<file path="src/osc_pkg.sv">
// oscillator source control: register map, field layout and timing constants
package osc_pkg;
    localparam int          ADDR_W           = 4;
    localparam logic [3:0]  OFF_CONTROL      = 4'h0;
    localparam logic [3:0]  OFF_TUNING       = 4'h4;
    localparam logic [3:0]  OFF_IRQ_STATUS   = 4'h8;
    localparam logic [3:0]  OFF_IRQ_MASK     = 4'hc;
    // control register field positions
    localparam int          POS_PLL_ODIV     = 27;
    localparam int          POS_FRC_DIV      = 24;
    localparam int          POS_SOSC_RDY     = 22;
    localparam int          POS_PB_WRITABLE  = 21;
    localparam int          POS_PB_DIV       = 19;
    localparam int          POS_PLL_MULT     = 16;
    localparam int          POS_CUR_SRC      = 12;
    localparam int          POS_REQ_SRC      = 8;
    localparam int          POS_LOCK         = 7;
    localparam int          POS_USB_LOCKED   = 6;
    localparam int          POS_SYS_LOCKED   = 5;
    localparam int          POS_SLEEP        = 4;
    localparam int          POS_FAIL         = 3;
    localparam int          POS_USB_RC       = 2;
    localparam int          POS_SOSC_EN      = 1;
    localparam int          POS_SWITCH       = 0;
    localparam int          TUN_W            = 6;
    // reset values
    localparam logic [2:0]  RST_FRC_DIV      = 3'h1;
    localparam logic [1:0]  RST_PB_DIV       = 2'h3;
    // source codes
    localparam logic [2:0]  SRC_FRC          = 3'h0;
    localparam logic [2:0]  SRC_FRC_PLL      = 3'h1;
    localparam logic [2:0]  SRC_PRI_PLL      = 3'h3;
    localparam logic [2:0]  SRC_SEC          = 3'h4;
    // interrupt status bits
    localparam int          IRQ_SWITCH_DONE  = 0;
    localparam int          IRQ_CLOCK_FAIL   = 1;
    localparam int          IRQ_W            = 2;
    // least settle time of a new source before switching over, in ns
    localparam int          SETTLE_NS        = 1000;
    localparam int          CLK_MHZ          = 40;
    localparam int          SETTLE_CYC       = (SETTLE_NS * CLK_MHZ + 999) / 1000;
endpackage
</file>
<file path="src/osc_ctrl.sv">
// oscillator source control block with a classic wishbone register slave
//
// The address map and register access over Wishbone were decided locally.
`timescale 1ns/1ps
module osc_ctrl
    import osc_pkg::*;
#(
    parameter int SETTLE = SETTLE_CYC
) (
    input  wire logic        clk_in,
    input  wire logic        rst_n_in,
    input  wire logic        wb_cyc_in,
    input  wire logic        wb_stb_in,
    input  wire logic        wb_we_in,
    input  wire logic [3:0]  wb_adr_in,
    input  wire logic [3:0]  wb_sel_in,
    input  wire logic [31:0] wb_dat_in,
    input  wire logic [2:0]  boot_source_config_in,
    input  wire logic [1:0]  switch_monitor_config_in,
    input  wire logic [2:0]  boot_pll_odiv_in,
    input  wire logic [2:0]  boot_pll_mult_in,
    input  wire logic [1:0]  boot_pb_div_in,
    input  wire logic        boot_sosc_en_in,
    input  wire logic        sosc_stable_in,
    input  wire logic        sys_pll_lock_in,
    input  wire logic        usb_pll_lock_in,
    input  wire logic        clock_fail_in,
    input  wire logic        wait_exec_in,
    output logic      [31:0] wb_dat_out,
    output logic             wb_ack_out,
    output logic             irq_out,
    output logic      [2:0]  active_source_out,
    output logic      [7:0]  frc_div_ratio_out,
    output logic      [7:0]  pll_odiv_ratio_out,
    output logic      [4:0]  pll_mult_out,
    output logic      [3:0]  periph_div_ratio_out,
    output logic             periph_bus_clock_en_out,
    output logic             sosc_enable_out,
    output logic             usb_from_rc_out,
    output logic             sleep_out,
    output logic             idle_out
);
    import osc_pkg::*;

    typedef enum logic [1:0] {OSC_IDLE, OSC_SETTLE, OSC_COMMIT} osc_state_e;

    logic [2:0]  pll_output_divider;
    logic [2:0]  fast_rc_divider;
    logic [1:0]  periph_bus_divisor;
    logic [2:0]  pll_multiplier;
    logic [2:0]  current_source_select;
    logic [2:0]  requested_source_select;
    logic        source_select_lock;
    logic        wait_enters_sleep;
    logic        clock_fail_flag;
    logic        usb_from_rc_select;
    logic        slow_osc_enable;
    logic        switch_request;
    logic [TUN_W-1:0] rc_trim_value;
    logic [IRQ_W-1:0] irq_status;
    logic [IRQ_W-1:0] irq_mask;
    logic        boot_pending;
    osc_state_e  state;
    logic [15:0] settle_cnt;
    logic [2:0]  sosc_sync;
    logic [2:0]  spll_sync;
    logic [2:0]  upll_sync;
    logic [2:0]  fail_sync;
    logic        slow_osc_ready;
    logic        sys_pll_locked;
    logic        usb_pll_locked;
    logic        fail_seen;
    logic [2:0]  pb_cnt;
    logic        switch_done;

    wire access   = wb_cyc_in && wb_stb_in && !wb_ack_out;
    wire wr       = access && wb_we_in;
    wire rd       = access && !wb_we_in;
    wire wr_ctl   = wr && (wb_adr_in == OFF_CONTROL);
    wire frozen   = switch_monitor_config_in[1] && source_select_lock;
    wire periph_divisor_writable = (state == OSC_IDLE);
    wire [31:0] ctl_word = {2'h0, pll_output_divider, fast_rc_divider, 1'b0, slow_osc_ready,
                            periph_divisor_writable, periph_bus_divisor, pll_multiplier, 1'b0,
                            current_source_select, 1'b0, requested_source_select,
                            source_select_lock, usb_pll_locked, sys_pll_locked, wait_enters_sleep,
                            clock_fail_flag, usb_from_rc_select, slow_osc_enable, switch_request};

    function automatic logic [7:0] pow_ratio(input logic [2:0] code);
        pow_ratio = (code == 3'h7) ? 8'hff : 8'(8'h1 << code); // 256 shown as ff (8-bit field)
    endfunction

    // status inputs from analog domain: three flops, change counts when last two agree
    always_ff @(posedge clk_in) begin
        if (!rst_n_in) begin
            sosc_sync <= 3'h0;
            spll_sync <= 3'h0;
            upll_sync <= 3'h0;
            fail_sync <= 3'h0;
        end else begin
            sosc_sync <= {sosc_sync[1:0], sosc_stable_in};
            spll_sync <= {spll_sync[1:0], sys_pll_lock_in};
            upll_sync <= {upll_sync[1:0], usb_pll_lock_in};
            fail_sync <= {fail_sync[1:0], clock_fail_in};
        end
    end

    always_ff @(posedge clk_in) begin
        if (!rst_n_in) begin
            slow_osc_ready <= 1'b0;
            sys_pll_locked <= 1'b0;
            usb_pll_locked <= 1'b0;
            fail_seen      <= 1'b0;
        end else begin
            // ready falls at once when the oscillator is switched off, even mid-transition
            if (!slow_osc_enable)
                slow_osc_ready <= 1'b0;
            else if (sosc_sync[2] == sosc_sync[1])
                slow_osc_ready <= sosc_sync[2];
            if (spll_sync[2] == spll_sync[1])
                sys_pll_locked <= spll_sync[2];
            if (upll_sync[2] == upll_sync[1])
                usb_pll_locked <= upll_sync[2];
            if (fail_sync[2] == fail_sync[1])
                fail_seen <= fail_sync[2];
        end
    end

    // control and tuning register fields; boot values are caught on the first edge after reset
    always_ff @(posedge clk_in) begin
        if (!rst_n_in) begin
            boot_pending            <= 1'b1;
            pll_output_divider      <= 3'h0;
            fast_rc_divider         <= RST_FRC_DIV;
            periph_bus_divisor      <= RST_PB_DIV;
            pll_multiplier          <= 3'h0;
            requested_source_select <= 3'h0;
            source_select_lock      <= 1'b0;
            wait_enters_sleep       <= 1'b0;
            usb_from_rc_select      <= 1'b0;
            slow_osc_enable         <= 1'b0;
            rc_trim_value           <= '0;
        end else if (boot_pending) begin
            boot_pending            <= 1'b0;
            requested_source_select <= boot_source_config_in;
            pll_output_divider      <= boot_pll_odiv_in;
            pll_multiplier          <= boot_pll_mult_in;
            periph_bus_divisor      <= boot_pb_div_in;
            slow_osc_enable         <= boot_sosc_en_in;
        end else if (wr_ctl) begin
            if (wb_sel_in[3] && !frozen) begin
                pll_output_divider <= wb_dat_in[POS_PLL_ODIV +: 3];
                fast_rc_divider    <= wb_dat_in[POS_FRC_DIV +: 3];
            end
            if (wb_sel_in[2]) begin
                if (periph_divisor_writable)
                    periph_bus_divisor <= wb_dat_in[POS_PB_DIV +: 2];
                if (!frozen)
                    pll_multiplier <= wb_dat_in[POS_PLL_MULT +: 3];
            end
            if (wb_sel_in[1] && !frozen)
                requested_source_select <= wb_dat_in[POS_REQ_SRC +: 3];
            if (wb_sel_in[0]) begin
                source_select_lock <= source_select_lock | wb_dat_in[POS_LOCK];
                wait_enters_sleep  <= wb_dat_in[POS_SLEEP];
                usb_from_rc_select <= wb_dat_in[POS_USB_RC];
                slow_osc_enable    <= wb_dat_in[POS_SOSC_EN];
            end
        end else if (wr && wb_adr_in == OFF_TUNING && wb_sel_in[0]) begin
            rc_trim_value <= wb_dat_in[TUN_W-1:0];
        end
    end

    // switch sequencer: hold the old source until the new one has settled
    always_ff @(posedge clk_in) begin
        if (!rst_n_in) begin
            state                 <= OSC_IDLE;
            switch_request        <= 1'b0;
            settle_cnt            <= 16'h0;
            current_source_select <= 3'h0;
            switch_done           <= 1'b0;
        end else begin
            switch_done <= 1'b0;
            if (boot_pending)
                current_source_select <= boot_source_config_in;
            case (state)
                OSC_IDLE: begin
                    if (wr_ctl && wb_sel_in[0] && wb_dat_in[POS_SWITCH] && !frozen) begin
                        switch_request <= 1'b1;
                        settle_cnt     <= 16'h0;
                        state          <= OSC_SETTLE;
                    end
                end
                OSC_SETTLE: begin
                    if (settle_cnt < 16'(SETTLE - 1))
                        settle_cnt <= settle_cnt + 16'h1;
                    else if ((requested_source_select != SRC_SEC || slow_osc_ready) &&
                             (!(requested_source_select inside {SRC_FRC_PLL, SRC_PRI_PLL}) ||
                              sys_pll_locked))
                        state <= OSC_COMMIT;
                end
                OSC_COMMIT: begin
                    current_source_select <= requested_source_select;
                    switch_request        <= 1'b0;
                    switch_done           <= 1'b1;
                    state                 <= OSC_IDLE;
                end
                default: state <= OSC_IDLE;
            endcase
        end
    end

    // clock fail flag: monitor sets, software may write zero; set wins
    always_ff @(posedge clk_in) begin
        if (!rst_n_in)
            clock_fail_flag <= 1'b0;
        else if (fail_seen && !switch_monitor_config_in[1])
            clock_fail_flag <= 1'b1;
        else if (wr_ctl && wb_sel_in[0] && !wb_dat_in[POS_FAIL])
            clock_fail_flag <= 1'b0;
    end

    // interrupt status: events set, a read of the status register clears; set wins
    wire [IRQ_W-1:0] irq_events = {clock_fail_flag & ~irq_status[IRQ_CLOCK_FAIL] & fail_seen,
                                   switch_done};
    always_ff @(posedge clk_in) begin
        if (!rst_n_in) begin
            irq_status <= '0;
            irq_mask   <= '0;
        end else begin
            if (rd && wb_adr_in == OFF_IRQ_STATUS)
                irq_status <= irq_events;
            else
                irq_status <= irq_status | irq_events;
            if (wr && wb_adr_in == OFF_IRQ_MASK && wb_sel_in[0])
                irq_mask <= wb_dat_in[IRQ_W-1:0];
        end
    end

    // wishbone slave: one wait state, unmapped reads return zero and are acked
    always_ff @(posedge clk_in) begin
        if (!rst_n_in) begin
            wb_ack_out <= 1'b0;
            wb_dat_out <= 32'h0;
        end else begin
            wb_ack_out <= access;
            if (rd) begin
                case (wb_adr_in)
                    OFF_CONTROL:    wb_dat_out <= ctl_word;
                    OFF_TUNING:     wb_dat_out <= {26'h0, rc_trim_value};
                    OFF_IRQ_STATUS: wb_dat_out <= {30'h0, irq_status};
                    OFF_IRQ_MASK:   wb_dat_out <= {30'h0, irq_mask};
                    default:        wb_dat_out <= 32'h0;
                endcase
            end
        end
    end

    // peripheral bus clock enable divider
    always_ff @(posedge clk_in) begin
        if (!rst_n_in) begin
            pb_cnt                  <= 3'h0;
            periph_bus_clock_en_out <= 1'b0;
        end else begin
            pb_cnt                  <= (pb_cnt >= 3'(periph_div_ratio_out - 4'h1)) ? 3'h0 : pb_cnt + 3'h1;
            periph_bus_clock_en_out <= (pb_cnt == 3'h0);
        end
    end

    // registered derived outputs
    always_ff @(posedge clk_in) begin
        if (!rst_n_in) begin
            irq_out              <= 1'b0;
            active_source_out    <= 3'h0;
            frc_div_ratio_out    <= 8'h2;
            pll_odiv_ratio_out   <= 8'h1;
            pll_mult_out         <= 5'd15;
            periph_div_ratio_out <= 4'h8;
            sosc_enable_out      <= 1'b0;
            usb_from_rc_out      <= 1'b0;
            sleep_out            <= 1'b0;
            idle_out             <= 1'b0;
        end else begin
            irq_out              <= |(irq_status & irq_mask);
            active_source_out    <= current_source_select;
            frc_div_ratio_out    <= pow_ratio(fast_rc_divider);
            pll_odiv_ratio_out   <= pow_ratio(pll_output_divider);
            pll_mult_out         <= (pll_multiplier == 3'h7) ? 5'd24 : 5'(5'd15 + pll_multiplier);
            periph_div_ratio_out <= 4'(4'h1 << periph_bus_divisor);
            sosc_enable_out      <= slow_osc_enable;
            usb_from_rc_out      <= usb_from_rc_select;
            sleep_out            <= wait_exec_in && wait_enters_sleep;
            idle_out             <= wait_exec_in && !wait_enters_sleep;
        end
    end

    AST_SWITCH_CLEARS: assert property (@(posedge clk_in) disable iff (!rst_n_in)
        (state == OSC_COMMIT) |=> !switch_request && current_source_select == $past(requested_source_select))
        else $error("switch did not complete");
    AST_PB_GUARD: assert property (@(posedge clk_in) disable iff (!rst_n_in)
        (state != OSC_IDLE && !boot_pending) |=> $stable(periph_bus_divisor))
        else $error("divisor changed while not writable");
    AST_SLEEP: assert property (@(posedge clk_in) disable iff (!rst_n_in)
        (wait_exec_in && wait_enters_sleep) |=> sleep_out && !idle_out)
        else $error("wait did not sleep");
    AST_FROZEN: assert property (@(posedge clk_in) disable iff (!rst_n_in)
        (frozen && !boot_pending) |=> $stable(requested_source_select) && $stable(pll_multiplier))
        else $error("locked selection changed");
    AST_SOSC_RDY: assert property (@(posedge clk_in) disable iff (!rst_n_in)
        slow_osc_ready |-> $past(slow_osc_enable))
        else $error("slow ready while disabled");
    AST_FAIL: assert property (@(posedge clk_in) disable iff (!rst_n_in)
        (fail_seen && !switch_monitor_config_in[1]) |=> clock_fail_flag)
        else $error("clock fail not flagged");
    AST_MULT: assert property (@(posedge clk_in) disable iff (!rst_n_in)
        (pll_multiplier == 3'h7) |=> pll_mult_out == 5'd24)
        else $error("multiplier code 7 not 24");
    AST_SETTLE: assert property (@(posedge clk_in) disable iff (!rst_n_in)
        $rose(switch_request) |-> switch_request [*2])
        else $error("switch completed without settling");
endmodule

</file>
<file path="config.mk">
export PLATFORM = sky130hd
export DESIGN_NAME = osc_ctrl
export DESIGN_NICKNAME = d
export VERILOG_FILES = /design/src/osc_pkg.sv /design/src/osc_ctrl.sv
export SDC_FILE = /design/constraint.sdc
export NUM_CORES = 1
export LEC_CHECK = 0
export BUFFER_PORTS_ARGS = -buffer_cell sky130_fd_sc_hd__clkbuf_2
export CORE_ASPECT_RATIO = 1.5
export CORE_MARGIN = 8
export CORE_UTILIZATION = 55
export DETAILED_ROUTE_END_ITERATION = 8
export HOLD_SLACK_MARGIN = 0.03
export PLACE_DENSITY_LB_ADDON = 0.25
export SYNTH_ARGS = -nofsm -noshare
export SYNTH_HDL_FRONTEND = slang
export SYNTH_SLANG_ARGS = --single-unit
</file>
<file path="constraint.sdc">
create_clock -name clk_in -period 5.9 [get_ports clk_in]
set_clock_uncertainty 0.15 [all_clocks]
set_input_delay 1.18 -clock clk_in [delete_from_list [all_inputs] [get_ports clk_in]]
set_output_delay 1.18 -clock clk_in [all_outputs]
set_load 0.02 [all_outputs]
</file>
==> flow_metrics.tcl <==
set metrics [dict create \
    core_um2 8830 \
    status "finished clean" \
    async_reset_ff_share_pct 0 \
    pin_count 131 \
    cts.sinks 134 \
    min_period_over_period_pct 52.9 \
    r2r-start "wb_ack_out$_SDFF_PN0_" \
    dr.pass1.iters 5 \
    worst_ep_required_time_ns 6.05 \
    overflow 0 \
    fin_setup_tns_ns 0 \
    hold_path.class "register to register" \
    io_buffers 113 \
    grt.total_usage_pct 19.2 \
    nets 691 \
    peakVddDrop_v 0.000233 \
    seqCellArea_um2 2680 \
    drt_iter0_markers 253 \
    ys_seq_elements 134 \
    worstPathMaxFanout 66 \
    finalWirelength_um 11700 \
    vias 4050 \
    initial_core_util_pct 56.8 \
    maxCapViolCount 0 \
    syn_to_final_growth_pct 22.8 \
    critical_path.top_delay_family "buffers and inverters" \
    place.gp.congestion 0.805 \
    cp-end-kind "register" \
    postCtsSetupRepairBufs 0 \
    clock_latency_ns 0.41 \
    dieArea_um2 12500 \
    final-setup-viol-count 0 \
    slowest_stage "inv_2" \
    cts-root-buf "clkbuf_16" \
    die_x_um 94.0 \
    p_per_area_nw_per_um2 332 \
    max_slew_margin_pct 27.1 \
    drv_slew 0 \
    tightest_slew_ns 1.09 \
    die_h_um 133 \
    min_to "pll_mult_out[0]$_SDFF_PN1_" \
    max_stage_delay_ns 0.86 \
    fmax_mhz 320 \
    min_period_ns 3.12 \
    path_depth 6 \
    power_mw 2.04 \
    clk_path_buf_depth 2 \
    dpl.hpwl_um 8340 \
    hp-start "pll_multiplier[0]$_SDFFE_PN0P_" \
    syn_inst 516 \
    numCtsBuffers 17 \
    p_leak_nw 2.72 \
    yosysWarnings 0 \
    pre_cts_slack_ns 2.32 \
    drive_gt1_share_pct 25.6 \
    tritoncts "done" \
    ctsResizeCount 0 \
    grt_pass1_wl_um 19300 \
    syn_avg_cell_area_um2 9.72 \
    ys_types 55 \
    synth_top_flop_cell "dfxtp_1" \
    cts_hold_buf 0 \
    fillCellCount 675 \
    r2r-end "wb_dat_out[16]$_SDFFE_PN0P_" \
    r2r_slack_ns 3.72 \
    h-tree-depth 4 \
    clk_pin_slew_worst_paths_ns 0.06 \
    grt_pass1_vias 4046 \
    cp.arrival_ns 3.27 \
    crit_buf_inv 3 \
    detail-route-antenna-nets 0 \
    antenna_found_initial 0 \
    start_kind "primary input" \
    viasPerCell 5.46 \
    rr_worst_depth 6 \
    synth_edf_count 0 \
    rsz0062_at_grt "no" \
    syn-cell-area_um2 5020 \
    antennaDiodeCount 0 \
    ys_seq_area_share_pct 53.5 \
    path_cells "clkbuf_2 > buf_4 > inv_2 > nor2_1 > and2_1 > a21o_1" \
    hold_depth 1 \
    grt_max_degree 67 \
    drc_errors 0 \
    path_class "primary input to register" \
    hold_violations 0 \
    multiInputGateArea_um2 2140 \
    wire_per_inst_um 15.8 \
    fp-row-count 42 \
    postLayoutSetupSlackWorst_ns 2.78 \
]
==> sequential cells by signal, summed over array words and instances, names as in the netlist, 3 cells and up <==
signal                   cells
active_source_out            3
current_source_select        3
fail_sync                    3
fast_rc_divider              3
frc_div_ratio_out            8
pb_cnt                       3
periph_div_ratio_out         4
pll_mult_out                 5
pll_multiplier               3
pll_odiv_ratio_out           8
pll_output_divider           3
rc_trim_value                6
requested_source_select      3
settle_cnt                  16
sosc_sync                    3
spll_sync                    3
upll_sync                    3
wb_dat_out                  27
==> worst max-delay path by stage <==
stage	start	endpoint
floorplan	wb_adr_in[2]	fast_rc_divider[0]$_SDFFE_PN1P_
global placement	rst_n_in	settle_cnt[0]$_SDFFE_PN0P_
detailed placement	rst_n_in	settle_cnt[4]$_SDFFE_PN0P_
CTS	rst_n_in	settle_cnt[4]$_SDFFE_PN0P_
global route	rst_n_in	settle_cnt[0]$_SDFFE_PN0P_
finish	rst_n_in	settle_cnt[0]$_SDFFE_PN0P_
==> layout make-up <==
cell class / instances / area share (%)
Clock buffer: 19 / 7.19
Timing Repair Buffer: 117 / 9.66
Multi-Input combinational cell: 339 / 34.8
Tap cell: 110 / 2.23
Clock inverter: 13 / 2.01
Inverter: 10 / 0.609
Sequential cell: 134 / 43.5
==> Yosys cell counts, types with 5 or more instances <==
master | count | share of area [%]
o31ai_1 | 5 | 0.75
a22oi_1 | 23 | 3.4
ha_1 | 8 | 2.0
dfxtp_1 | 134 | 53
clkbuf_1 | 20 | 1.5
a21oi_1 | 23 | 2.3
nor3_1 | 11 | 1.1
o21ai_0 | 18 | 1.8
nor2_1 | 62 | 4.6
and3_1 | 13 | 1.6
inv_1 | 10 | 0.75
mux2i_1 | 28 | 5.6
nand2_1 | 34 | 2.5
nand3_1 | 17 | 1.7
and2_1 | 27 | 3.4
a211oi_1 | 7 | 1.0
buf_4 | 5 | 0.75
buf_2 | 6 | 0.60
==> cell usage in the layout, fill, tap and decap left out, types with 4 or more instances in the layout <==
cell type / Yosys / layout
clkbuf_16: 0 / 17
o21ai_0: 18 / 18
nand2b_1: 4 / 4
xor2_1: 4 / 4
nand3_1: 17 / 17
a22oi_1: 23 / 23
nand4_1: 4 / 4
a21o_1: 4 / 4
buf_4: 5 / 4
inv_1: 10 / 9
and2_1: 27 / 27
ha_1: 8 / 8
nor2_1: 62 / 62
nor3_1: 11 / 10
dfxtp_1: 134 / 134
mux2i_1: 28 / 28
and3_1: 13 / 13
o31ai_1: 5 / 5
nand2_1: 34 / 34
conb_1: 1 / 5
clkbuf_2: 1 / 113
a21oi_1: 23 / 23
or3_1: 4 / 4
clkinvlp_4: 0 / 6
a211oi_1: 7 / 7
==> per-layer routing <==
layer	track usage [%]	vias up	wire length (um)
met1	20.9	1903	4580
met3	5.83	17	960
met4	7.97	0	216
li1	-	1990	-
met2	33.1	140	5970
met5	0	-	0
==> cell families (layout without fill, tap and decap cells) <==
group                      Yosys count  in the layout  synth area share, %
AOI/OAI and AO/OA                   98             98                 13.4
xor gates and xnor gates             7              7                 1.22
adders and majority gates            8              8                 2.00
buffers and inverters               47            159                 4.22
DFF                                134            134                 53.5
muxes                               31             31                 6.49
other                                1              5               0.0748
and+or+nand+nor                    190            190                 19.1
==> worst register-to-register path, delay by kind of cell (launching register included) <==
kind | cells | cell delay (ns)
AOI/OAI and AO/OA | 1 | 0.11
buffers and inverters | 2 | 0.59
DFF | 1 | 0.32
and+or+nand+nor | 3 | 0.92
==> through the flow <==
stage / hold slack, ns / utilization, % / std cells / area (um^2)
2_1_floorplan: 0.246 / - / 520 / 5030
3_3_place_gp: 0.265 / 63.4 / 710 / 5600
3_5_place_dp: 0.271 / 63.4 / 710 / 5600
4_1_cts: 0.286 / 69.8 / 742 / 6160
5_1_grt: 0.296 / 69.8 / 742 / 6160
6_report: 0.284 / 69.8 / 742 / 6160
==> power by group <==
part / leakage [nW] / switching (mW) / internal, mW
Combinational: 1.38 / 0.0708 / 0.0458
Sequential: 1.09 / 0.0160 / 0.928
Clock: 0.259 / 0.390 / 0.594
Total: 2.72 / 0.476 / 1.57
Power figures use the tool's default switching activity.
